**src/core/imp_pkg.sv**
```systemverilog
package imp_pkg;
   localparam int unsigned NUM_SRC   = 24;
   localparam int unsigned NUM_LEVEL = 16;
   localparam int unsigned NUM_EDGE  = 8;
   // Word indices of the register window; byte_addr scales them to byte addresses
   localparam logic [11:0] OFF_EN_LO   = 12'h640;
   localparam logic [11:0] OFF_EN_HI   = 12'h641;
   localparam logic [11:0] OFF_EN_EDGE = 12'h642;
   localparam logic [11:0] OFF_GCTRL   = 12'h643;
   localparam logic [11:0] OFF_PRIO0   = 12'h644;
   localparam logic [11:0] OFF_PRIO1   = 12'h645;
   localparam logic [11:0] OFF_PRIO2   = 12'h646;
   localparam logic [11:0] OFF_FLAG0   = 12'h648;
   localparam logic [11:0] OFF_FLAG1   = 12'h649;
   localparam logic [11:0] OFF_FLAGE   = 12'h64A;
   // Offsets are word indices, not byte addresses: byte address is index times four
   localparam int unsigned ADDR_SHIFT  = 2;
   localparam int unsigned GCTRL_EN_BIT = 0;
   localparam int unsigned GCTRL_RSV_BIT = 1;
   localparam logic [7:0]  EDGE_RSV_MASK = 8'h7F;
   localparam logic [7:0]  RESET_BYTE  = 8'h00;
   localparam logic [23:0] RESET_VEC   = 24'h000000;

   typedef struct packed {
      logic        req;
      logic        high;
      logic [4:0]  id;
   } imp_core_req_t;
endpackage

```
**src/core/imp_ctrl.sv**
```systemverilog
// Added by the designer: the APB register port.
`timescale 1ns/100ps
module imp_ctrl
   import imp_pkg::*;
(
   input  wire logic              i_clk,
   input  wire logic              i_rst,
   input  wire logic              i_psel,
   input  wire logic              i_penable,
   input  wire logic              i_pwrite,
   input  wire logic [12:0]       i_paddr,
   input  wire logic [31:0]       i_pwdata,
   output logic                   o_pready,
   output logic [31:0]            o_prdata,
   output logic                   o_pslverr,
   input  wire logic [15:0]       i_level_req,
   input  wire logic [7:0]        i_edge_req,
   output imp_core_req_t          o_core_req
);

   logic [23:0]  enable;
   logic         global_en;
   logic [23:0]  prio;
   logic [15:0]  level_flag;
   logic [7:0]   edge_flag;
   logic [7:0]   edge_prev;
   logic [15:0]  lvl_s1;
   logic [15:0]  lvl_s2;
   logic [15:0]  lvl_s3;
   logic [7:0]   edg_s1;
   logic [7:0]   edg_s2;
   logic [7:0]   edg_s3;
   logic [7:0]   edge_clr;
   logic [7:0]   edge_rise;
   logic         wr_acc;
   logic         rd_acc;
   logic         sel_ok;
   logic [23:0]  active;
   logic [23:0]  active_hi;
   logic [7:0]   rd_byte;
   imp_core_req_t next_core;

   function automatic logic [4:0] lowest_set(input logic [23:0] v);
      logic [4:0] r;
      r = 5'h00;
      for (int i = NUM_SRC - 1; i >= 0; i--) begin
         if (v[i]) begin
            r = 5'(i);
         end
      end
      return r;
   endfunction

   // One register per word: the highest byte address needs thirteen bits
   function automatic logic [12:0] byte_addr(input logic [11:0] off);
      return 13'(off) << ADDR_SHIFT;
   endfunction

   function automatic logic hit(input logic [12:0] a, input logic [11:0] off);
      return a == byte_addr(off);
   endfunction

   // Peripheral lines come from other logic; synchronised conservatively
   always_ff @(posedge i_clk or posedge i_rst) begin
      if (i_rst) begin
         lvl_s1 <= 16'h0000;
         lvl_s2 <= 16'h0000;
         lvl_s3 <= 16'h0000;
         edg_s1 <= 8'h00;
         edg_s2 <= 8'h00;
         edg_s3 <= 8'h00;
      end else begin
         lvl_s1 <= i_level_req;
         lvl_s2 <= lvl_s1;
         lvl_s3 <= lvl_s2;
         edg_s1 <= i_edge_req & EDGE_RSV_MASK;
         edg_s2 <= edg_s1;
         edg_s3 <= edg_s2;
      end
   end

   assign wr_acc = i_psel && i_penable && i_pwrite;
   assign rd_acc = i_psel && !i_pwrite;
   assign edge_clr = (wr_acc && hit(i_paddr, OFF_FLAGE)) ? i_pwdata[7:0] : 8'h00;
   assign edge_rise = edg_s2 & edg_s3 & ~edge_prev;

   // Enable, control and priority bytes
   always_ff @(posedge i_clk or posedge i_rst) begin
      if (i_rst) begin
         enable    <= RESET_VEC;
         global_en <= 1'b0;
         prio      <= RESET_VEC;
      end else if (wr_acc) begin
         if (hit(i_paddr, OFF_EN_LO)) begin
            enable[7:0] <= i_pwdata[7:0];
         end
         if (hit(i_paddr, OFF_EN_HI)) begin
            enable[15:8] <= i_pwdata[7:0];
         end
         if (hit(i_paddr, OFF_EN_EDGE)) begin
            enable[23:16] <= i_pwdata[7:0] & EDGE_RSV_MASK;
         end
         if (hit(i_paddr, OFF_GCTRL)) begin
            // Bit one is reserved and not stored
            global_en <= i_pwdata[GCTRL_EN_BIT];
         end
         if (hit(i_paddr, OFF_PRIO0)) begin
            prio[7:0] <= i_pwdata[7:0];
         end
         if (hit(i_paddr, OFF_PRIO1)) begin
            prio[15:8] <= i_pwdata[7:0];
         end
         if (hit(i_paddr, OFF_PRIO2)) begin
            prio[23:16] <= i_pwdata[7:0] & EDGE_RSV_MASK;
         end
      end
   end

   // Level flags follow the peripheral line once two stages agree
   always_ff @(posedge i_clk or posedge i_rst) begin
      if (i_rst) begin
         level_flag <= 16'h0000;
      end else begin
         for (int i = 0; i < NUM_LEVEL; i++) begin
            if (lvl_s2[i] == lvl_s3[i]) begin
               level_flag[i] <= lvl_s3[i];
            end
         end
      end
   end

   // Edge flags: a new rising edge wins over a same-cycle clear
   always_ff @(posedge i_clk or posedge i_rst) begin
      if (i_rst) begin
         edge_flag <= 8'h00;
         edge_prev <= 8'h00;
      end else begin
         for (int i = 0; i < NUM_EDGE; i++) begin
            if (edg_s2[i] == edg_s3[i]) begin
               edge_prev[i] <= edg_s3[i];
            end
         end
         edge_flag <= (edge_flag & ~edge_clr) | edge_rise;
      end
   end

   assign active    = {edge_flag, level_flag} & enable & {NUM_SRC{global_en}};
   assign active_hi = active & prio;

   always_comb begin
      next_core.req  = |active;
      next_core.high = |active_hi;
      if (|active_hi) begin
         next_core.id = lowest_set(active_hi);
      end else begin
         next_core.id = lowest_set(active);
      end
   end

   always_ff @(posedge i_clk or posedge i_rst) begin
      if (i_rst) begin
         o_core_req <= '0;
      end else begin
         o_core_req <= next_core;
      end
   end

   always_comb begin
      rd_byte = 8'h00;
      sel_ok  = 1'b1;
      unique case (i_paddr)
         byte_addr(OFF_EN_LO):   rd_byte = enable[7:0];
         byte_addr(OFF_EN_HI):   rd_byte = enable[15:8];
         byte_addr(OFF_EN_EDGE): rd_byte = enable[23:16];
         byte_addr(OFF_GCTRL):   rd_byte = {7'h00, global_en};
         byte_addr(OFF_PRIO0):   rd_byte = prio[7:0];
         byte_addr(OFF_PRIO1):   rd_byte = prio[15:8];
         byte_addr(OFF_PRIO2):   rd_byte = prio[23:16];
         byte_addr(OFF_FLAG0):   rd_byte = level_flag[7:0];
         byte_addr(OFF_FLAG1):   rd_byte = level_flag[15:8];
         byte_addr(OFF_FLAGE):   rd_byte = edge_flag;
         default:                   sel_ok = 1'b0;
      endcase
   end

   // Zero-wait slave: ready rises in the first access cycle
   always_ff @(posedge i_clk or posedge i_rst) begin
      if (i_rst) begin
         o_pready  <= 1'b0;
         o_prdata  <= 32'h00000000;
         o_pslverr <= 1'b0;
      end else begin
         o_pready  <= i_psel && !i_penable;
         o_pslverr <= i_psel && !i_penable && !sel_ok;
         if (rd_acc && !i_penable) begin
            o_prdata <= {24'h000000, rd_byte};
         end
      end
   end

   a_req_masked_off: assert property (@(posedge i_clk) disable iff (i_rst)
      !global_en |=> !o_core_req.req)
      else $error("core request with global enable low");

   a_req_follows_flags: assert property (@(posedge i_clk) disable iff (i_rst)
      (|({edge_flag, level_flag} & enable) && global_en) |=> o_core_req.req)
      else $error("enabled pending flag not requested");

   a_edge_flag_hold: assert property (@(posedge i_clk) disable iff (i_rst)
      (edge_flag[0] && !edge_clr[0]) |=> edge_flag[0])
      else $error("edge flag dropped without clear");

   a_edge_clear_works: assert property (@(posedge i_clk) disable iff (i_rst)
      (edge_clr[0] && !edge_rise[0]) |=> !edge_flag[0])
      else $error("edge flag not cleared by write one");

   a_edge_set_wins: assert property (@(posedge i_clk) disable iff (i_rst)
      edge_rise[0] |=> edge_flag[0])
      else $error("rising edge lost");

   a_level_follow: assert property (@(posedge i_clk) disable iff (i_rst)
      (lvl_s2[0] && lvl_s3[0]) |=> level_flag[0])
      else $error("level flag not following input");

   a_high_first: assert property (@(posedge i_clk) disable iff (i_rst)
      (|active_hi) |=> (o_core_req.high && prio[o_core_req.id]))
      else $error("low priority presented over high");

   a_mask_blocks: assert property (@(posedge i_clk) disable iff (i_rst)
      (enable == 24'h000000 && $stable(enable)) |=> !o_core_req.req)
      else $error("masked source requested core");

   a_ready_one_cycle: assert property (@(posedge i_clk) disable iff (i_rst)
      (i_psel && !i_penable) |=> o_pready ##1 !o_pready)
      else $error("pready not a single-cycle answer");

   // Bus answer: ready and error belong to the access phase only
   a_pslverr_ready: assert property (@(posedge i_clk) disable iff (i_rst)
      o_pslverr |-> o_pready)
      else $error("slave error without ready");

   a_ready_in_access: assert property (@(posedge i_clk) disable iff (i_rst)
      o_pready |-> (i_psel && i_penable))
      else $error("ready outside access phase");

   a_idle_no_ready: assert property (@(posedge i_clk) disable iff (i_rst)
      !i_psel |=> !o_pready)
      else $error("ready without a selected transfer");

   a_unmapped_err: assert property (@(posedge i_clk) disable iff (i_rst)
      (i_psel && !i_penable && !sel_ok) |=> o_pslverr)
      else $error("unmapped address not flagged");

   // Read data is loaded at the setup edge, so it is held against the state one edge back
   a_gctrl_rsv_read: assert property (@(posedge i_clk) disable iff (i_rst)
      (rd_acc && !i_penable && hit(i_paddr, OFF_GCTRL)) |=> !o_prdata[GCTRL_RSV_BIT])
      else $error("reserved control bit reads one");

   a_flag_read_lvl0: assert property (@(posedge i_clk) disable iff (i_rst)
      (rd_acc && !i_penable && hit(i_paddr, OFF_FLAG0)) |=> (o_prdata[7:0] == 8'($past(level_flag))))
      else $error("first flag byte read wrong");

   a_flag_read_lvl1: assert property (@(posedge i_clk) disable iff (i_rst)
      (rd_acc && !i_penable && hit(i_paddr, OFF_FLAG1)) |=> (o_prdata[7:0] == 8'($past(level_flag) >> 8)))
      else $error("second flag byte read wrong");

   a_flag_read_edge: assert property (@(posedge i_clk) disable iff (i_rst)
      (rd_acc && !i_penable && hit(i_paddr, OFF_FLAGE)) |=> (o_prdata[7:0] == $past(edge_flag)))
      else $error("edge flag byte read wrong");

   // Software may read late, so read data must not drift between reads
   a_prdata_holds: assert property (@(posedge i_clk) disable iff (i_rst)
      !(rd_acc && !i_penable) |=> $stable(o_prdata))
      else $error("read data changed without a read");

   // Request output against flags, enables and priority
   a_req_needs_enable: assert property (@(posedge i_clk) disable iff (i_rst)
      !(|({edge_flag, level_flag} & enable)) |=> !o_core_req.req)
      else $error("request with no enabled flag");

   a_req_needs_global: assert property (@(posedge i_clk) disable iff (i_rst)
      o_core_req.req |-> $past(global_en))
      else $error("request raised while globally disabled");

   a_high_needs_req: assert property (@(posedge i_clk) disable iff (i_rst)
      o_core_req.high |-> o_core_req.req)
      else $error("high priority marked without request");

   a_low_pick: assert property (@(posedge i_clk) disable iff (i_rst)
      ((|active) && !(|active_hi)) |=> !o_core_req.high)
      else $error("low priority request marked high");

   a_id_in_range: assert property (@(posedge i_clk) disable iff (i_rst)
      o_core_req.id <= 5'h17)
      else $error("source number beyond last source");

   // Flag storage
   a_level_drop: assert property (@(posedge i_clk) disable iff (i_rst)
      (!lvl_s2[0] && !lvl_s3[0]) |=> !level_flag[0])
      else $error("level flag stuck after input fell");

   a_level_hold: assert property (@(posedge i_clk) disable iff (i_rst)
      (lvl_s2[0] != lvl_s3[0]) |=> $stable(level_flag[0]))
      else $error("level flag moved before stages agreed");

   a_edge_no_self: assert property (@(posedge i_clk) disable iff (i_rst)
      (!edge_flag[0] && !edge_rise[0]) |=> !edge_flag[0])
      else $error("edge flag set without rising edge");

   a_edge_rise_once: assert property (@(posedge i_clk) disable iff (i_rst)
      edge_rise[0] |=> !edge_rise[0])
      else $error("one rising edge detected twice");

   a_edge_clear_bit2: assert property (@(posedge i_clk) disable iff (i_rst)
      (edge_clr[2] && !edge_rise[2]) |=> !edge_flag[2])
      else $error("pin edge flag not cleared by write one");

   a_edge_rsv_idle: assert property (@(posedge i_clk) disable iff (i_rst)
      !edge_flag[7] && !enable[23] && !prio[23])
      else $error("reserved edge bit holds a one");
endmodule

```
**config.mk**
```make
export PLATFORM = sky130hd
export DESIGN_NAME = imp_ctrl
export DESIGN_NICKNAME = d
export VERILOG_FILES = /design/src/core/imp_pkg.sv /design/src/core/imp_ctrl.sv
export SDC_FILE = /design/constraint.sdc
export NUM_CORES = 1
export LEC_CHECK = 0
export BUFFER_PORTS_ARGS = -buffer_cell sky130_fd_sc_hd__buf_2
export CORE_MARGIN = 2
export CORE_UTILIZATION = 43
export DETAILED_ROUTE_END_ITERATION = 12
export MAX_ROUTING_LAYER = met4
export PLACE_DENSITY_LB_ADDON = 0.1
export SLEW_MARGIN = 20
export SYNTH_ARGS = -nofsm -noshare
export SYNTH_HDL_FRONTEND = slang
export SYNTH_SLANG_ARGS = --single-unit
```
**constraint.sdc**
```tcl
create_clock -name i_clk -period 5.5 [get_ports i_clk]
set_clock_uncertainty 0.1 [all_clocks]
set_input_delay 0.825 -clock i_clk [delete_from_list [all_inputs] [get_ports i_clk]]
set_output_delay 0.825 -clock i_clk [all_outputs]
set_load 0.05 [all_outputs]
```
# Word-level counts from Yosys, hierarchy flattened
# Cells that the tools add are included.
# totals
reg_bits	164
latch_bits	0
ramBits	0
romBits	0
input_bits	74
output_inout_bits	41
elab_cells	157
n_memories	0
# op_classes
add_sub_neg	0
n_mul	0
n_div	0
order_cmp	0
n_eq_ne	33
shifts	0
muxes	52
bitwise	9
reduce_logical	20
# ops
cell	n
$mux 5	49
$eq 13x13->1 const B	10
$pmux 8 s10	1
$and 24x23->24	2
$reduce_or 24->1	2
$and 24x24->24	1
$eq 1x1->1	23
$reduce_and 2->1	7
$reduce_or 10->1	1
$and 7x8->8	1
$and 8x8->8	1
$mux 8	1
$not 7->8	1
$not 8->8	1
$or 8x8->8	1
$and 7x7->7	1
$logic_and 1x1->1	7
$logic_not 1->1	3
$mux 1	1

# Depth between registers and ports, before layout
# depth
ltp_word	28
mapped_depth	9
depth_no_buf	6

# Worst setup path before layout
# Ideal clock, no wire load.
# synth_timing
kind	input to register
startpoint	input i_paddr[4]
endpoint	register prio[0]
setup_time_ps	125
t_arrival_ps	2242
path_slack_ps	3033
path_stages	6
cell_sequence	clkbuf_1 > nor2b_1 > nand4_1 > or2_1 > nor3_4 > mux2_2
# synth_between
elab_chain_cells	2
# synth_lines
item	line_no	text
from (decl)	imp_ctrl.sv:11	input wire logic [12:0] i_paddr,
$eq 13x13->1	imp_ctrl.sv:60	return a == byte_addr(off);
$reduce_and 2->1 (no line)	--	
to (signal assigned)	imp_ctrl.sv:108	prio[7:0] <= i_pwdata[7:0];
to (decl)	imp_ctrl.sv:23	logic [23:0] prio;
# No other way between the ends.
# A chain may end at the register's enable or synchronous reset.

# Worst setup path in the final report
# layout_timing
startpoint	input i_paddr[12]
endpoint	register prio[12]
# The elaborated chain is that of the path after synthesis.

==> results.py <==
metrics = {
    "cells_and_area": {
        "area_delta_synth_final_pct": 13.8,
        "drive_above_1_share_pct": 27.1,
        "final_nets": 732,
        "num-fill-cells": 1518,
        "diodes": 0,
    },
    "timing": {
        "fmax_ghz": 0.312,
        "finalSetupViolCount": 0,
        "layout_worst_path_cycle_share_pct": 58.3,
        "tightest_slew_ns": 1.06,
        "rsz0062_at_grt": "false",
        "min_period_ns": 3.21,
        "setup_ws_ns": 2.29,
        "hold_viol": 0,
        "maxSlewHeadroom_pct": 29.0,
        "fin_tns_setup_ns": 0,
        "slew_violations": 0,
    },
    "drt": {
        "dr.pass1.iters": 7,
        "routed_wl_um": 19800,
        "first_iter_violations": 327,
        "drcViolationCount": 0,
        "vias_per_cell": 5.72,
        "antenna_left": 0,
        "vias": 5053,
        "wl_per_cell_um": 22.4,
    },
    "clock_network": {
        "cts_made_buffers": 17,
        "cts_setup_buffers": 0,
        "root_buffer": "clkbuf_16",
        "clockBufferDepth": 2,
        "cts.hold.buffers_added": 0,
        "cts.sinks": 164,
        "htreeDepth": 4,
        "cts_tree": "built",
        "cts_resized": 0,
        "clk_pin_slew_ns": 0.07,
        "clk_latency_ns": 0.43,
    },
    "yosys": {
        "yosysSeqAreaShare_pct": 56.7,
        "syn_avg_cell_area_um2": 12.3,
        "synth_ff_type": "dfrtp_1",
        "ys_top_cells_by_area": "dfrtp_1 (57%), mux2_2 (8.4%), nand2_1 (2.5%), buf_4 (2.5%), maj3_1 (2.2%)",
        "async_reset_ff_share_pct": 100,
        "syn_area_um2": 7230,
        "ys.warnings.count": 0,
        "ys_types": 76,
        "syn_inst": 586,
        "synth_edf_count": 0,
        "ys_ff_latch": 164,
        "yosysTopAreaCell": "dfrtp_1",
        "yosysTopAreaCellShare_pct": 56.7,
    },
    "place": {
        "pre_cts_ws_ns": 1.95,
        "dp_hpwl_um": 14200,
        "port_buffers": 65,
        "place_congestion": 0.940,
    },
    "floorplan": {
        "design.core.area_um2": 16500,
        "dieWidth_um": 134,
        "placementRows": 47,
        "start_util_pct": 43.8,
        "die_h_um": 134,
        "die_area_um2": 17900,
        "ios": 115,
    },
    "setup_path": {
        "crit_arrival_ns": 3.42,
        "cp-start-kind": "input pin",
        "r2r-end": "o_core_req[2]$_DFF_PP0_",
        "rrSetupSlack_ns": 2.81,
        "worstSetupEndpointType": "flop",
        "r2r-start": "global_en$_DFFE_PP0P_",
        "endpoint": "prio[12]$_DFFE_PP0P_",
        "cp.required_ns": 5.72,
        "critPathLaunch": "i_paddr[12]",
        "reg2reg_depth": 6,
        "path_max_fanout": 8,
        "critical_path_class": "input pin to flop",
    },
    "grt": {
        "grt.total_usage_pct": 23.9,
        "grt_max_degree": 126,
        "antenna_found_initial": 0,
        "grt_pass1_vias": 5101,
        "overflow": 0,
        "grt_pass1_wl_um": 30400,
    },
    "power_and_ir_drop": {
        "p_leak_nw": 3.80,
        "total_power_mw": 2.65,
        "powerDensity_nw_per_um2": 321,
        "max-vdd-ir-drop_uv": 212,
    },
    "hold_path": {
        "hp-class": "flop to flop",
    },
    "flow_run": {
        "cap_violations": 0,
    },
    "outcome": {
        "status": "complete, no violations",
    },
}
## cells in the final DEF, fill, tap and decap left out, types with 8 or more instances in the layout
cell type  synthesis  layout
inv_1             11      10
nor2_1            25      25
dfrtp_1          164     163
maj3_1            16      16
nand2_1           49      49
buf_2              9      65
o21ai_0           16      16
conb_1             1      24
nand4_1           18      18
nand3_1           10      10
o21ai_1            8       8
nand4_2            9       9
and3_1             8       8
mux2_2            54      54
clkbuf_16          0      17
a21oi_1           16      16
mux2i_1           15      15
a22oi_1           16      16
## cells by family after synthesis
group           share of synthesized area, %
compound gates                          10.7
other cells                           0.0518
mux                                     10.5
buf+inv                                 4.67
fa+ha+maj                               3.42
simple gates                            13.9
flops                                   56.7
## how the worst min path moves through the flow
stage                                 endpoint                 start  cells after the start
after detailed placement  lvl_s2[14]$_DFF_PP0_  lvl_s1[14]$_DFF_PP0_                      0
after global routing      lvl_s2[14]$_DFF_PP0_  lvl_s1[14]$_DFF_PP0_                      0
after CTS                 lvl_s2[14]$_DFF_PP0_  lvl_s1[14]$_DFF_PP0_                      0
final                     lvl_s2[14]$_DFF_PP0_  lvl_s1[14]$_DFF_PP0_                      0
after floorplan            edg_s2[0]$_DFF_PP0_   edg_s1[0]$_DFF_PP0_                      0
after global placement    lvl_s2[11]$_DFF_PP0_  lvl_s1[11]$_DFF_PP0_                      0
## synth_stat cells (2+ instances only)
| cell | count |
|---|---|
| a22oi_1 | 16 |
| maj3_1 | 16 |
| a222oi_1 | 2 |
| nor3b_1 | 2 |
| o21ai_0 | 16 |
| a22o_1 | 4 |
| nand4_1 | 18 |
| buf_6 | 2 |
| mux2_2 | 54 |
| o22a_1 | 4 |
| nor2b_1 | 7 |
| a32oi_1 | 2 |
| or4_1 | 2 |
| clkbuf_1 | 7 |
| a311oi_1 | 2 |
| and3_1 | 8 |
| inv_1 | 11 |
| a31oi_1 | 4 |
| a32o_1 | 2 |
| and4_1 | 4 |
| a211oi_1 | 4 |
| and2_1 | 3 |
| ha_1 | 7 |
| nor3_1 | 4 |
| o221ai_1 | 2 |
| o2bb2ai_1 | 3 |
| mux2i_1 | 15 |
| nor3_4 | 2 |
| buf_2 | 9 |
| a21oi_1 | 16 |
| nand4b_1 | 3 |
| o21a_1 | 2 |
| nor3_2 | 4 |
| nand2_1 | 49 |
| buf_4 | 24 |
| a21boi_0 | 2 |
| nor2_1 | 25 |
| o21ai_1 | 8 |
| o2111ai_1 | 3 |
| nand3_1 | 10 |
| nand4_2 | 9 |
| dfrtp_1 | 164 |
| a221o_1 | 2 |
## routing by layer
layer / vias up / global-route usage, % / wire length (um)
li1: 2260 / - / -
met1: 2564 / 32.0 / 8900
met2: 201 / 35.6 / 9080
met3: 28 / 5.59 / 1280
met4: 0 / 8.92 / 509
met5: - / - / 0
## stage by stage
step | instances | hold WS (ns) | utilization [%] | cell area (um2)
final | 884 | 0.249 | 49.8 | 8240
after global routing | 884 | 0.256 | 49.8 | 8240
after CTS | 884 | 0.249 | 49.8 | 8230
after detailed placement | 852 | 0.235 | 46.3 | 7650
after global placement | 852 | 0.233 | 46.3 | 7650
after floorplan | 609 | 0.231 | - | 7320
## area by class of cell
| cell class | count | area [um2] | share of cell area [%] |
|---|---|---|---|
| clock buffers | 17 | 425 | 5.17 |
| clock inverters | 15 | 158 | 1.91 |
| inverters | 12 | 52.6 | 0.638 |
| multi-input cells | 389 | 2880 | 35.0 |
| flip-flops and latches | 164 | 4110 | 49.8 |
| well taps | 220 | 275 | 3.34 |
| repair buffers | 67 | 340 | 4.13 |
## critical path, cell delays in order
cell and delay (ns):
buf_2 0.12, nor3b_2 0.44, nand3_1 0.25, nor2b_1 0.67, and3_1 0.71, mux2_2 0.41
## flip-flops by register name, indices dropped and copies added, names as in the netlist, 8 cells and up
register	flops
lvl_s2	16
lvl_s3	16
edge_flag	8
enable	23
prio	23
o_prdata	8
lvl_s1	16
level_flag	16
## where the power goes
part / internal (mW) / switching [mW] / total [mW]
Clock: 0.609 / 0.551 / 1.16
Combinational: 0.0504 / 0.134 / 0.184
Sequential: 1.26 / 0.0458 / 1.30
Total: 1.92 / 0.730 / 2.65
Note: power is estimated with default switching activity, not from simulation.
